**config.mk**
```make
export PLATFORM = sky130hd
export DESIGN_NAME = tmrps_timer
export DESIGN_NICKNAME = d
export VERILOG_FILES = /design/src/verilog/tmrps_pkg.sv /design/src/verilog/tmrps_timer.sv
export SDC_FILE = /design/constraint.sdc
export NUM_CORES = 1
export LEC_CHECK = 0
export BUFFER_PORTS_ARGS = -buffer_cell sky130_fd_sc_hd__buf_4
export CAP_MARGIN = 20
export CORE_MARGIN = 1.5
export CORE_UTILIZATION = 56
export CTS_CLUSTER_DIAMETER = 50
export DETAILED_ROUTE_END_ITERATION = 7
export MAX_ROUTING_LAYER = met4
export PLACE_DENSITY = 0.91
export SLEW_MARGIN = 10
export SYNTH_ARGS = -nofsm -noshare
export SYNTH_HDL_FRONTEND = slang
export SYNTH_SLANG_ARGS = --single-unit
```
**constraint.sdc**
```tcl
create_clock -name CLOCK_IN -period 7.53 [get_ports CLOCK_IN]
set_input_delay 0 -clock CLOCK_IN [delete_from_list [all_inputs] [get_ports CLOCK_IN]]
set_output_delay 0 -clock CLOCK_IN [all_outputs]
set_load 0.01 [all_outputs]
```
**src/verilog/tmrps_pkg.sv**
```systemverilog
package tmrps_pkg;
   // Register indices; byte address is four times the index
   localparam logic [7:0] IDX_PRESC = 8'hd2;
   localparam logic [7:0] IDX_COUNT = 8'hd3;
   localparam logic [7:0] IDX_CTRL = 8'hd4;
   localparam logic [7:0] IDX_PORT = 8'hd5;
   localparam int ADDR_W = 12;
   localparam logic [11:0] ADDR_PRESC = {2'h0, IDX_PRESC, 2'h0};
   localparam logic [11:0] ADDR_COUNT = {2'h0, IDX_COUNT, 2'h0};
   localparam logic [11:0] ADDR_CTRL = {2'h0, IDX_CTRL, 2'h0};
   localparam logic [11:0] ADDR_PORT = {2'h0, IDX_PORT, 2'h0};
   // Control register fields
   localparam int FLAG_BIT = 7;
   localparam int IRQEN_BIT = 6;
   localparam int OUTSEL_BIT = 5;
   localparam int DATA_BIT = 4;
   localparam int RUN_BIT = 3;
   localparam int PSEL_MSB = 2;
   // Port line register fields
   localparam int PORT_DATA_BIT = 0;
   localparam int PORT_DIR_BIT = 1;
   localparam int PORT_PIN_BIT = 2;
   // Values after reset
   localparam logic [7:0] CTRL_RST = 8'h00;
   localparam logic [7:0] COUNT_RST = 8'hff;
   localparam logic [6:0] PRESC_RST = 7'h7f;
   localparam logic [1:0] PORT_RST = 2'h0;
   // Internal frequency divided by 12
   localparam int INT_DIV = 12;
   localparam logic [3:0] DIV_LAST = 4'(INT_DIV - 1);
   // Bus answers
   localparam logic [1:0] RESP_OKAY = 2'h0;
   localparam logic [1:0] RESP_SLVERR = 2'h2;
endpackage : tmrps_pkg

```
**src/verilog/tmrps_timer.sv**
```systemverilog
`timescale 1ns/100ps
// How it works
// - Count register decrements on prescaler tap edge
// - Count reaching zero sets zero flag
// - Flag with enable raises interrupt
// - Prescaler source: clock over twelve or pin
// - Tap: input, then prescaler bit n-1
// - Run clear holds prescaler at ones, stops
// - Software prescaler load accepted while running
// - Gated mode: divided clock only while pin high
// - Event mode: pin rising edges clock prescaler
// - Output mode: flag rise moves data bit out
// - Latch transparent while flag high, else holds
// - Writing zero count or bit seven sets flag
// - Reset: count ff, prescaler 7f, control clear
// - Count write beats coinciding decrement to zero
// - Count and prescaler read back live values
// - Output select forces pin, else port line
// - Three select bits pick divide by powers two
// - Control bit layout: flag down to select
module tmrps_timer (
   input wire logic CLOCK_IN,
   input wire logic NRST_IN,
   input wire logic [11:0] S_AXI_AWADDR_IN,
   input wire logic S_AXI_AWVALID_IN,
   output logic S_AXI_AWREADY_OUT,
   input wire logic [31:0] S_AXI_WDATA_IN,
   input wire logic [3:0] S_AXI_WSTRB_IN,
   input wire logic S_AXI_WVALID_IN,
   output logic S_AXI_WREADY_OUT,
   output logic [1:0] S_AXI_BRESP_OUT,
   output logic S_AXI_BVALID_OUT,
   input wire logic S_AXI_BREADY_IN,
   input wire logic [11:0] S_AXI_ARADDR_IN,
   input wire logic S_AXI_ARVALID_IN,
   output logic S_AXI_ARREADY_OUT,
   output logic [31:0] S_AXI_RDATA_OUT,
   output logic [1:0] S_AXI_RRESP_OUT,
   output logic S_AXI_RVALID_OUT,
   input wire logic S_AXI_RREADY_IN,
   input wire logic TIMER_PIN_IN,
   output logic TIMER_PIN_OUT,
   output logic TIMER_PIN_OE_N_OUT,
   output logic TIMER_IRQ_OUT
);

   // One-hot register decode: port, ctrl, count, presc
   function automatic logic [3:0] reg_hit(input logic [11:0] a);
      reg_hit = {a == tmrps_pkg::ADDR_PORT, a == tmrps_pkg::ADDR_CTRL,
                 a == tmrps_pkg::ADDR_COUNT, a == tmrps_pkg::ADDR_PRESC};
   endfunction : reg_hit

   // Bus state
   logic aw_full_q, aw_full_d, w_full_q, w_full_d;
   logic [11:0] aw_addr_q, aw_addr_d;
   logic [7:0] w_byte_q, w_byte_d;
   logic w_lane_q, w_lane_d;
   logic bvalid_q, bvalid_d, rvalid_q, rvalid_d;
   logic [1:0] bresp_q, bresp_d, rresp_q, rresp_d;
   logic [31:0] rdata_q, rdata_d;
   logic do_wr;
   logic [3:0] wr_hit, rd_hit;
   logic ps_wr, cnt_wr, ctrl_wr, port_wr;

   // Timer state
   logic [7:0] ctrl_q, ctrl_d, cnt_q, cnt_d;
   logic [6:0] ps_q, ps_d, ps_dec;
   logic [3:0] div_q, div_d;
   logic [1:0] port_q, port_d;
   logic latch_q, latch_d, irq_q, irq_d;
   logic sy1_q, sy2_q, sy3_q, lvl_q, lvl_d;
   logic div_tick, pin_rise, src_tick, cnt_tick, hw_zero;
   logic flag_set, flag_clr, run, out_sel, dout;
   logic [2:0] psel;
   logic pin_q, pin_d, oe_n_q, oe_n_d;

   assign S_AXI_AWREADY_OUT = !aw_full_q;
   assign S_AXI_WREADY_OUT = !w_full_q;
   assign S_AXI_BVALID_OUT = bvalid_q;
   assign S_AXI_BRESP_OUT = bresp_q;
   assign S_AXI_ARREADY_OUT = !rvalid_q;
   assign S_AXI_RVALID_OUT = rvalid_q;
   assign S_AXI_RDATA_OUT = rdata_q;
   assign S_AXI_RRESP_OUT = rresp_q;

   assign do_wr = aw_full_q && w_full_q && !bvalid_q;
   assign wr_hit = (do_wr && w_lane_q) ? reg_hit(aw_addr_q) : 4'h0;
   assign rd_hit = reg_hit(S_AXI_ARADDR_IN);
   assign ps_wr = wr_hit[0];
   assign cnt_wr = wr_hit[1];
   assign ctrl_wr = wr_hit[2];
   assign port_wr = wr_hit[3];

   // Bus next state
   always_comb begin
      aw_full_d = aw_full_q;
      aw_addr_d = aw_addr_q;
      w_full_d = w_full_q;
      w_byte_d = w_byte_q;
      w_lane_d = w_lane_q;
      bvalid_d = bvalid_q;
      bresp_d = bresp_q;
      rvalid_d = rvalid_q;
      rresp_d = rresp_q;
      rdata_d = rdata_q;
      if (S_AXI_AWVALID_IN && !aw_full_q) begin
         aw_full_d = 1'b1;
         aw_addr_d = S_AXI_AWADDR_IN;
      end
      if (S_AXI_WVALID_IN && !w_full_q) begin
         w_full_d = 1'b1;
         w_byte_d = S_AXI_WDATA_IN[7:0];
         w_lane_d = S_AXI_WSTRB_IN[0];
      end
      if (bvalid_q && S_AXI_BREADY_IN) begin
         bvalid_d = 1'b0;
      end
      if (do_wr) begin
         aw_full_d = 1'b0;
         w_full_d = 1'b0;
         bvalid_d = 1'b1;
         bresp_d = (reg_hit(aw_addr_q) == 4'h0) ? tmrps_pkg::RESP_SLVERR : tmrps_pkg::RESP_OKAY;
      end
      if (rvalid_q && S_AXI_RREADY_IN) begin
         rvalid_d = 1'b0;
      end
      if (S_AXI_ARVALID_IN && !rvalid_q) begin
         rvalid_d = 1'b1;
         rresp_d = (rd_hit == 4'h0) ? tmrps_pkg::RESP_SLVERR : tmrps_pkg::RESP_OKAY;
         rdata_d = 32'h0;
         unique case (1'b1)
            rd_hit[0]: rdata_d[6:0] = ps_q;
            rd_hit[1]: rdata_d[7:0] = cnt_q;
            rd_hit[2]: rdata_d[7:0] = ctrl_q;
            rd_hit[3]: rdata_d[2:0] = {lvl_q, port_q};
            default: rdata_d = 32'h0;
         endcase
      end
   end

   always_ff @(posedge CLOCK_IN or negedge NRST_IN) begin
      if (!NRST_IN) begin
         aw_full_q <= 1'b0;
         aw_addr_q <= 12'h0;
         w_full_q <= 1'b0;
         w_byte_q <= 8'h0;
         w_lane_q <= 1'b0;
         bvalid_q <= 1'b0;
         bresp_q <= 2'h0;
         rvalid_q <= 1'b0;
         rresp_q <= 2'h0;
         rdata_q <= 32'h0;
      end else begin
         aw_full_q <= aw_full_d;
         aw_addr_q <= aw_addr_d;
         w_full_q <= w_full_d;
         w_byte_q <= w_byte_d;
         w_lane_q <= w_lane_d;
         bvalid_q <= bvalid_d;
         bresp_q <= bresp_d;
         rvalid_q <= rvalid_d;
         rresp_q <= rresp_d;
         rdata_q <= rdata_d;
      end
   end

   // Control fields
   assign run = ctrl_q[tmrps_pkg::RUN_BIT];
   assign out_sel = ctrl_q[tmrps_pkg::OUTSEL_BIT];
   assign dout = ctrl_q[tmrps_pkg::DATA_BIT];
   assign psel = ctrl_q[tmrps_pkg::PSEL_MSB:0];

   // Pin edge seen once second and third stages agree
   assign pin_rise = (sy2_q == sy3_q) && sy3_q && !lvl_q;
   assign div_tick = div_q == tmrps_pkg::DIV_LAST;
   assign ps_dec = ps_q - 7'h1;

   // Timer next state
   always_comb begin
      lvl_d = (sy2_q == sy3_q) ? sy3_q : lvl_q;
      div_d = div_tick ? 4'h0 : div_q + 4'h1;
      if (out_sel) begin
         src_tick = div_tick;
      end else if (dout) begin
         src_tick = div_tick && lvl_q;
      end else begin
         src_tick = pin_rise;
      end
      // Counter clock from the selected tap rising edge
      if (psel == 3'h0) begin
         cnt_tick = run && src_tick && !ps_wr;
      end else begin
         cnt_tick = run && src_tick && !ps_wr && !ps_q[psel - 3'h1] && ps_dec[psel - 3'h1];
      end
      if (!run) begin
         ps_d = tmrps_pkg::PRESC_RST;
      end else if (ps_wr) begin
         ps_d = w_byte_q[6:0];
      end else if (src_tick) begin
         ps_d = ps_dec;
      end else begin
         ps_d = ps_q;
      end
      hw_zero = 1'b0;
      if (cnt_wr) begin
         cnt_d = w_byte_q;
      end else if (cnt_tick) begin
         cnt_d = cnt_q - 8'h1;
         hw_zero = cnt_q == 8'h01;
      end else begin
         cnt_d = cnt_q;
      end
      flag_set = hw_zero || (cnt_wr && w_byte_q == 8'h00) || (ctrl_wr && w_byte_q[7]);
      flag_clr = ctrl_wr && !w_byte_q[7];
      ctrl_d = ctrl_q;
      if (ctrl_wr) begin
         ctrl_d[6:0] = w_byte_q[6:0];
      end
      ctrl_d[tmrps_pkg::FLAG_BIT] = flag_set || (ctrl_q[tmrps_pkg::FLAG_BIT] && !flag_clr);
      irq_d = ctrl_d[tmrps_pkg::FLAG_BIT] && ctrl_d[tmrps_pkg::IRQEN_BIT];
      latch_d = ctrl_q[tmrps_pkg::FLAG_BIT] ? dout : latch_q;
      port_d = port_wr ? w_byte_q[1:0] : port_q;
      pin_d = ctrl_d[tmrps_pkg::OUTSEL_BIT] ? latch_d : port_d[tmrps_pkg::PORT_DATA_BIT];
      oe_n_d = ctrl_d[tmrps_pkg::OUTSEL_BIT] ? 1'b0 : !port_d[tmrps_pkg::PORT_DIR_BIT];
   end

   always_ff @(posedge CLOCK_IN or negedge NRST_IN) begin
      if (!NRST_IN) begin
         ctrl_q <= tmrps_pkg::CTRL_RST;
         cnt_q <= tmrps_pkg::COUNT_RST;
         ps_q <= tmrps_pkg::PRESC_RST;
         div_q <= 4'h0;
         port_q <= tmrps_pkg::PORT_RST;
         latch_q <= 1'b0;
         irq_q <= 1'b0;
         sy1_q <= 1'b0;
         sy2_q <= 1'b0;
         sy3_q <= 1'b0;
         lvl_q <= 1'b0;
         pin_q <= 1'b0;
         oe_n_q <= 1'b1;
      end else begin
         ctrl_q <= ctrl_d;
         cnt_q <= cnt_d;
         ps_q <= ps_d;
         div_q <= div_d;
         port_q <= port_d;
         latch_q <= latch_d;
         irq_q <= irq_d;
         sy1_q <= TIMER_PIN_IN;
         sy2_q <= sy1_q;
         sy3_q <= sy2_q;
         lvl_q <= lvl_d;
         pin_q <= pin_d;
         oe_n_q <= oe_n_d;
      end
   end

   // Pin forced to timer output, else ordinary port line
   assign TIMER_PIN_OUT = pin_q;
   assign TIMER_PIN_OE_N_OUT = oe_n_q;
   assign TIMER_IRQ_OUT = irq_q;
endmodule : tmrps_timer

```
Word level (Yosys, flattened, before mapping)
Cells that the tools add are included.
{"block": "word_totals", "in_bits": 68, "register_bits": 74, "output_inout_bits": 44}
{"block": "op_classes", "magnitude_cmp": 1, "n_eq_ne": 12, "n_reduce_logical": 42, "add_sub_neg": 4, "n_mux": 34}
{"cell": "12-bit by 10-bit == test with 1-bit output, second input constant", "n": 8}
{"cell": "7-bit two-way mux", "n": 4}
{"cell": "1-bit logical AND", "n": 20}
{"cell": "1-bit two-way mux", "n": 18}
{"cell": "8-bit two-way mux", "n": 2}
{"cell": "3-bit one-hot mux with 4 select lines", "n": 1}
{"cell": "4-bit one-hot mux with 3 select lines", "n": 1}
{"cell": "1-bit logical NOT", "n": 10}
{"cell": "2-bit nonzero test", "n": 5}
{"cell": "8-bit by 1-bit == test with 1-bit output, second input constant", "n": 1}
{"cell": "4-bit logical NOT", "n": 2}
{"cell": "8-bit logical NOT", "n": 1}
{"cell": "4-bit two-way mux", "n": 2}
{"cell": "8-bit by 1-bit subtractor with 8-bit output, second input constant", "n": 1}
{"cell": "7-bit by 1-bit subtractor with 7-bit output, second input constant", "n": 1}
{"cell": "1-bit binary-select mux with 3-bit select", "n": 2}
{"cell": "2-bit two-way mux", "n": 3}
{"cell": "4-bit by 1-bit adder with 4-bit output, second input constant", "n": 1}
{"cell": "4-bit == test, second input constant", "n": 1}
{"cell": "3-bit by 4-bit less-than comparator with 1-bit output, second input constant", "n": 1}
{"cell": "3-bit logical NOT", "n": 1}
{"cell": "1-bit logical OR", "n": 3}
{"cell": "3-bit by 2-bit != test with 1-bit output, second input constant", "n": 1}
{"cell": "3-bit by 1-bit subtractor with 3-bit output, second input constant", "n": 1}
{"cell": "2 further kinds", "n": 2}

Longest topological paths before layout
{"block": "logic_depth", "depth_word": 16, "ltp_mapped": 9, "depth_no_buf": 8}

Worst setup path after synthesis
No wires, ideal clock.
{"block": "synth_path", "kind": "register to register", "start": "register ctrl_q[0]", "end": "register cnt_q[3]", "t_required_ns": 7.453, "period_less_slack_ns": 2.618, "setup_slack_ns": 4.912, "n_path_buf": 1, "setup_ns": 0.077, "t_arrival_ns": 2.540, "path_stages_with_launch": 10, "path_cell_list": "dfrtp_1 > inv_1 > ha_1 > or4_1 > a2111o_1 > o311ai_2 > o21ai_4 > buf_6 > or4_1 > a31oi_1"}
{"block": "synth_between", "elab_chain_cells": 8}
{"element": "from (decl)", "line": "tmrps_timer.sv:66", "text": "logic [7:0] ctrl_q, ctrl_d, cnt_q, cnt_d;"}
{"element": "from (signal assigned)", "line": "tmrps_timer.sv:229", "text": "ctrl_q <= tmrps_pkg::CTRL_RST;"}
{"element": "from (signal assigned)", "line": "tmrps_timer.sv:243", "text": "ctrl_q <= ctrl_d;"}
{"element": "3-bit by 1-bit subtractor with 3-bit output", "line": "tmrps_timer.sv:193", "text": "cnt_tick = run && src_tick && !ps_wr && !ps_q[psel - 3'h1] && ps_dec[psel - 3'h1];"}
{"element": "1-bit binary-select mux with 3-bit select", "line": "tmrps_timer.sv:193"}
{"element": "1-bit two-way mux (implied by the code)", "line": "tmrps_timer.sv:193"}
{"element": "1-bit logical NOT", "line": "tmrps_timer.sv:193"}
{"element": "1-bit logical AND (2 in series)", "line": "tmrps_timer.sv:193"}
{"element": "1-bit two-way mux *", "line": "tmrps_timer.sv:190", "text": "if (psel == 3'h0) begin"}
{"element": "2-bit nonzero test (no line) *"}
{"element": "to (signal assigned)", "line": "tmrps_timer.sv:230", "text": "cnt_q <= tmrps_pkg::COUNT_RST;"}
{"element": "to (signal assigned)", "line": "tmrps_timer.sv:244", "text": "cnt_q <= cnt_d;"}
{"element": "to (decl)", "line": "tmrps_timer.sv:66"}
Mark *: on every way between the ends. The rest lies on a longest branch, timed or not. The select of a mux whose other input is x is not followed.
A chain may end at the register's enable or synchronous reset.

Final worst setup path
{"block": "layout_path", "start": "register aw_addr_q[1]", "end": "register pin_q (netlist: TIMER_PIN_OUT)"}
{"block": "layout_between", "elab_chain_cells": 4}
{"element": "from (decl)", "line": "tmrps_timer.sv:55", "text": "logic [11:0] aw_addr_q, aw_addr_d;"}
{"element": "from (signal assigned)", "line": "tmrps_timer.sv:155", "text": "aw_addr_q <= aw_addr_d;"}
{"element": "12-bit by 10-bit == test with 1-bit output", "line": "tmrps_timer.sv:49", "text": "reg_hit = {a == tmrps_pkg::ADDR_PORT, a == tmrps_pkg::ADDR_CTRL,"}
{"element": "4-bit two-way mux", "line": "tmrps_timer.sv:87", "text": "assign wr_hit = (do_wr && w_lane_q) ? reg_hit(aw_addr_q) : 4'h0;"}
{"element": "7-bit two-way mux", "line": "tmrps_timer.sv:216", "text": "if (ctrl_wr) begin"}
{"element": "via ctrl_d[5]", "line": "tmrps_timer.sv:66"}
{"element": "1-bit two-way mux", "line": "tmrps_timer.sv:223", "text": "pin_d = ctrl_d[tmrps_pkg::OUTSEL_BIT] ? latch_d : port_d[tmrps_pkg::PORT_DATA_BIT];"}
{"element": "via pin_d", "line": "tmrps_timer.sv:75", "text": "logic pin_q, pin_d, oe_n_q, oe_n_d;"}
{"element": "to (signal assigned)", "line": "tmrps_timer.sv:254", "text": "pin_q <= pin_d;"}
{"element": "to (decl)", "line": "tmrps_timer.sv:75"}
The timed path passes the listed nets, and every way through them passes these cells.

==> impl_metrics.env <==
export IMPL_status="finished, final reports clean"
export IMPL_r2r_slack_ns=4.54
export IMPL_power_static_leakage_uw=0.00207
export IMPL_ir_drop_mv=0.228
export IMPL_path_clk_slew_ns=0.08
export IMPL_avgRoutedWirePerCell_um=16.7
export IMPL_regArea_sq_um=1820
export IMPL_antenna_found_initial=0
export IMPL_worstSetupPathType="flop to flop"
export IMPL_cts_sinks=72
export IMPL_route_detailed_drc=0
export IMPL_synth_cell_types=49
export IMPL_finalClockSkew_ns=0.00770
export IMPL_rows=29
export IMPL_async_flop_share_pct=100
export IMPL_diodes=0
export IMPL_synth_enable_flop_cells=0
export IMPL_cp_top_family="simple AND/OR/NAND/NOR gates"
export IMPL_placed_area_sq_um=4090
export IMPL_synth_top_area_share_pct=37.9
export IMPL_worst_ep_arrival_time_ns=3.22
export IMPL_p_int_uw=810
export IMPL_fmax_mhz=335
export IMPL_tightest_slew_ns=1.01
export IMPL_finalHoldViolations=0
export IMPL_worst_endpoint_required_ns=7.77
export IMPL_drive_above_1_share_pct=28.8
export IMPL_r2r_end="TIMER_PIN_OUT"
export IMPL_power_switching_uw=328
export IMPL_cts_tree="built"
export IMPL_max_slew_margin_pct=32.2
export IMPL_grt_usage_pct=26.3
export IMPL_postCtsHoldBufs=30
export IMPL_end_kind="flop"
export IMPL_syn_mean_instance_area_sq_um=10.9
export IMPL_final_common_cell="buf_4"
export IMPL_finalCritPeriodShare_pct=39.7
export IMPL_cp_depth=6
export IMPL_cts_root_buf="clkbuf_8"
export IMPL_hpwl_um=5680
export IMPL_path_cells="or3b_1 > or4_1 > nor2_1 > mux2i_1 > inv_2 > mux2_2"
export IMPL_h_tree_depth=3
export IMPL_layout_common_cells="buf_4, dfrtp_1, mux2_2, dlygate4sd3_1"
export IMPL_synth_area_leaders="dfrtp_1, dfstp_2, mux2_2"
export IMPL_start_util_pct=58.0
export IMPL_coreArea_sq_um=6390
export IMPL_fin_ws_ns=4.54
export IMPL_die_area_sq_um=7110
export IMPL_worstSetupStartpoint="aw_addr_q[1]"
export IMPL_netlist_instances=341
export IMPL_max_stage_delay_ns=0.81
export IMPL_drtPass1Iterations=5
export IMPL_max_cap_violations=0
export IMPL_rr_worst_depth=6
export IMPL_power_density_nw_per_um2=245
export IMPL_dieHeight_um=84.3
export IMPL_drt_iter0_markers=234
export IMPL_die_w_um=84.3
export IMPL_cp_endpoint="TIMER_PIN_OUT"
export IMPL_grt_pass1_wl_um=14100
export IMPL_cts_resized=0
export IMPL_cts_buffers=9
export IMPL_p_clk_share_pct=33.4
export IMPL_mappedNetlistArea_sq_um=3700
export IMPL_via_count=2915
export IMPL_rsz0062_at_grt="false"
export IMPL_reg2reg_from="aw_addr_q[1]"
export IMPL_num_nets_final=504
export IMPL_finalSetupViolCount=0
export IMPL_slew_violations=0
export IMPL_cts_buffer_depth=2
export IMPL_fin_crit_ns=2.99
export IMPL_synth_top_area_cell="dfrtp_1"
export IMPL_area_growth_pct=25.3
export IMPL_gr_total_overflow=0
export IMPL_multi_input_area_sq_um=1670
export IMPL_num_fill_cells=456
export IMPL_portBuffers=58
export IMPL_insertion_delay_ns=0.35
export IMPL_critPathBufInv=1
export IMPL_crit_slowest_cell="nor2_1"
export IMPL_dp_slack_ns=4.62
export IMPL_pwr_share_comb_pct=18.8
export IMPL_post_cts_setup_buffers=0
export IMPL_p_seq_share_pct=47.8
export IMPL_critPathLaunchType="flop"
export IMPL_grt_pass1_vias=2985
export IMPL_yosysWarnings=0
export IMPL_ys_ff_latch=72
export IMPL_synth_seq_area_share_pct=49.2
export IMPL_fin_area_sq_um=4640
export IMPL_swShare_pct=28.9
export IMPL_gp_congestion=0.910
export IMPL_whs_ns=0.116
export IMPL_ys_flop_type="dfrtp_1"
export IMPL_via_per_inst=5.70
export IMPL_ios=112
export IMPL_hp_class="primary input to flop"
export IMPL_fin_tns_setup_ns=0
export IMPL_cp_max_fo=11
export IMPL_ant_nets=0
export IMPL_grt_start_max_net_pins=73
export IMPL_drt_wl_total_um=8560
[metal layers]
metal  vias to the layer above  wire length [um]  track usage (%)
li1                       1336                 -                -
met1                      1394              3350             30.5
met2                       152              4310             43.3
met3                        33               577             4.52
met4                         0               324             14.9
met5                         -                 0                -
[cell families after synthesis]
| family | count (synthesis) | share of synthesized area (%) |
|---|---|---|
| buf+inv | 53 | 8.25 |
| flops | 72 | 49.2 |
| mux | 44 | 12.9 |
| xor+xnor | 11 | 2.60 |
| fa+ha+maj | 7 | 2.37 |
| other cells | 1 | 0.101 |
| compound gates | 57 | 11.1 |
| simple gates | 96 | 13.5 |
[worst min-delay path by stage]
stage                          to  cells after the start  slack (ns)                from
5_1_grt        S_AXI_RDATA_OUT[0]                      3        0.14  S_AXI_ARADDR_IN[2]
3_5_place_dp                sy1_q                      1        0.11        TIMER_PIN_IN
3_3_place_gp                sy1_q                      1        0.11        TIMER_PIN_IN
2_1_floorplan  S_AXI_BRESP_OUT[1]                      0       -0.30             NRST_IN
4_1_cts        S_AXI_RDATA_OUT[1]                      3        0.11  S_AXI_ARADDR_IN[2]
6_report       S_AXI_RDATA_OUT[2]                      3        0.12  S_AXI_ARADDR_IN[2]
[cell type report]
class                           instances  share of cell area [%]
Sequential cell                        72                    39.3
Clock buffer                           10                    2.97
Timing Repair Buffer                   88                    15.9
Inverter                               17                    1.38
Multi-Input combinational cell        241                    36.0
Clock inverter                          6                    2.48
Tap cell                               77                    2.08
[state kept, by name (all words and copies together), names as in the netlist, 2 cells and up]
register and flops:
aw_addr_q 12, S_AXI_RDATA_OUT 8, cnt_q 8, ctrl_q 8, w_byte_q 8, ps_q 7
div_q 4, port_q 2
[worst register-to-register path, delay by kind of cell (launching register included)]
family                 cells  cell delay (ns)
buffers and inverters      1             0.11
AND/OR/NAND/NOR            3             1.84
multiplexers               2             0.53
flip-flops                 1             0.40
[cells in the mapped netlist (3+ instances only)]
| library cell | count |
|---|---|
| dfrtp_1 | 56 |
| mux2_2 | 30 |
| buf_4 | 26 |
| nand2_1 | 26 |
| nor2_1 | 24 |
| dfstp_2 | 16 |
| inv_1 | 16 |
| mux2i_1 | 14 |
| a21oi_1 | 10 |
| o21ai_0 | 10 |
| xnor2_1 | 8 |
| a22o_1 | 7 |
| ha_1 | 7 |
| clkbuf_1 | 6 |
| or3_1 | 6 |
| a31oi_1 | 5 |
| nand2b_1 | 5 |
| nand3_1 | 5 |
| nand4b_1 | 5 |
| nor2b_1 | 5 |
| or4_1 | 5 |
| nand3b_1 | 4 |
| a221oi_1 | 3 |
| a22oi_1 | 3 |
| nor3_1 | 3 |
| xor2_1 | 3 |
[stage by stage]
stage | std cells | utilization (%) | power [uW]
finish | 511 | 72.6 | 1140
detailed placement | 465 | 64.0 | 742
CTS | 511 | 72.6 | 1130
global route | 511 | 72.6 | 1190
global placement | 465 | 64.0 | 728
floorplan | 366 | - | 662
[power by group through the flow]
stage / Sequential (uW) / Combinational (uW) / Clock (uW)
after detailed placement: 545 / 197 / 0
after floorplan: 514 / 148 / 0
after global placement: 539 / 189 / 0
final: 544 / 214 / 380
after CTS: 538 / 212 / 385
after global routing: 551 / 235 / 402
Note: power is estimated with default switching activity, not from simulation.
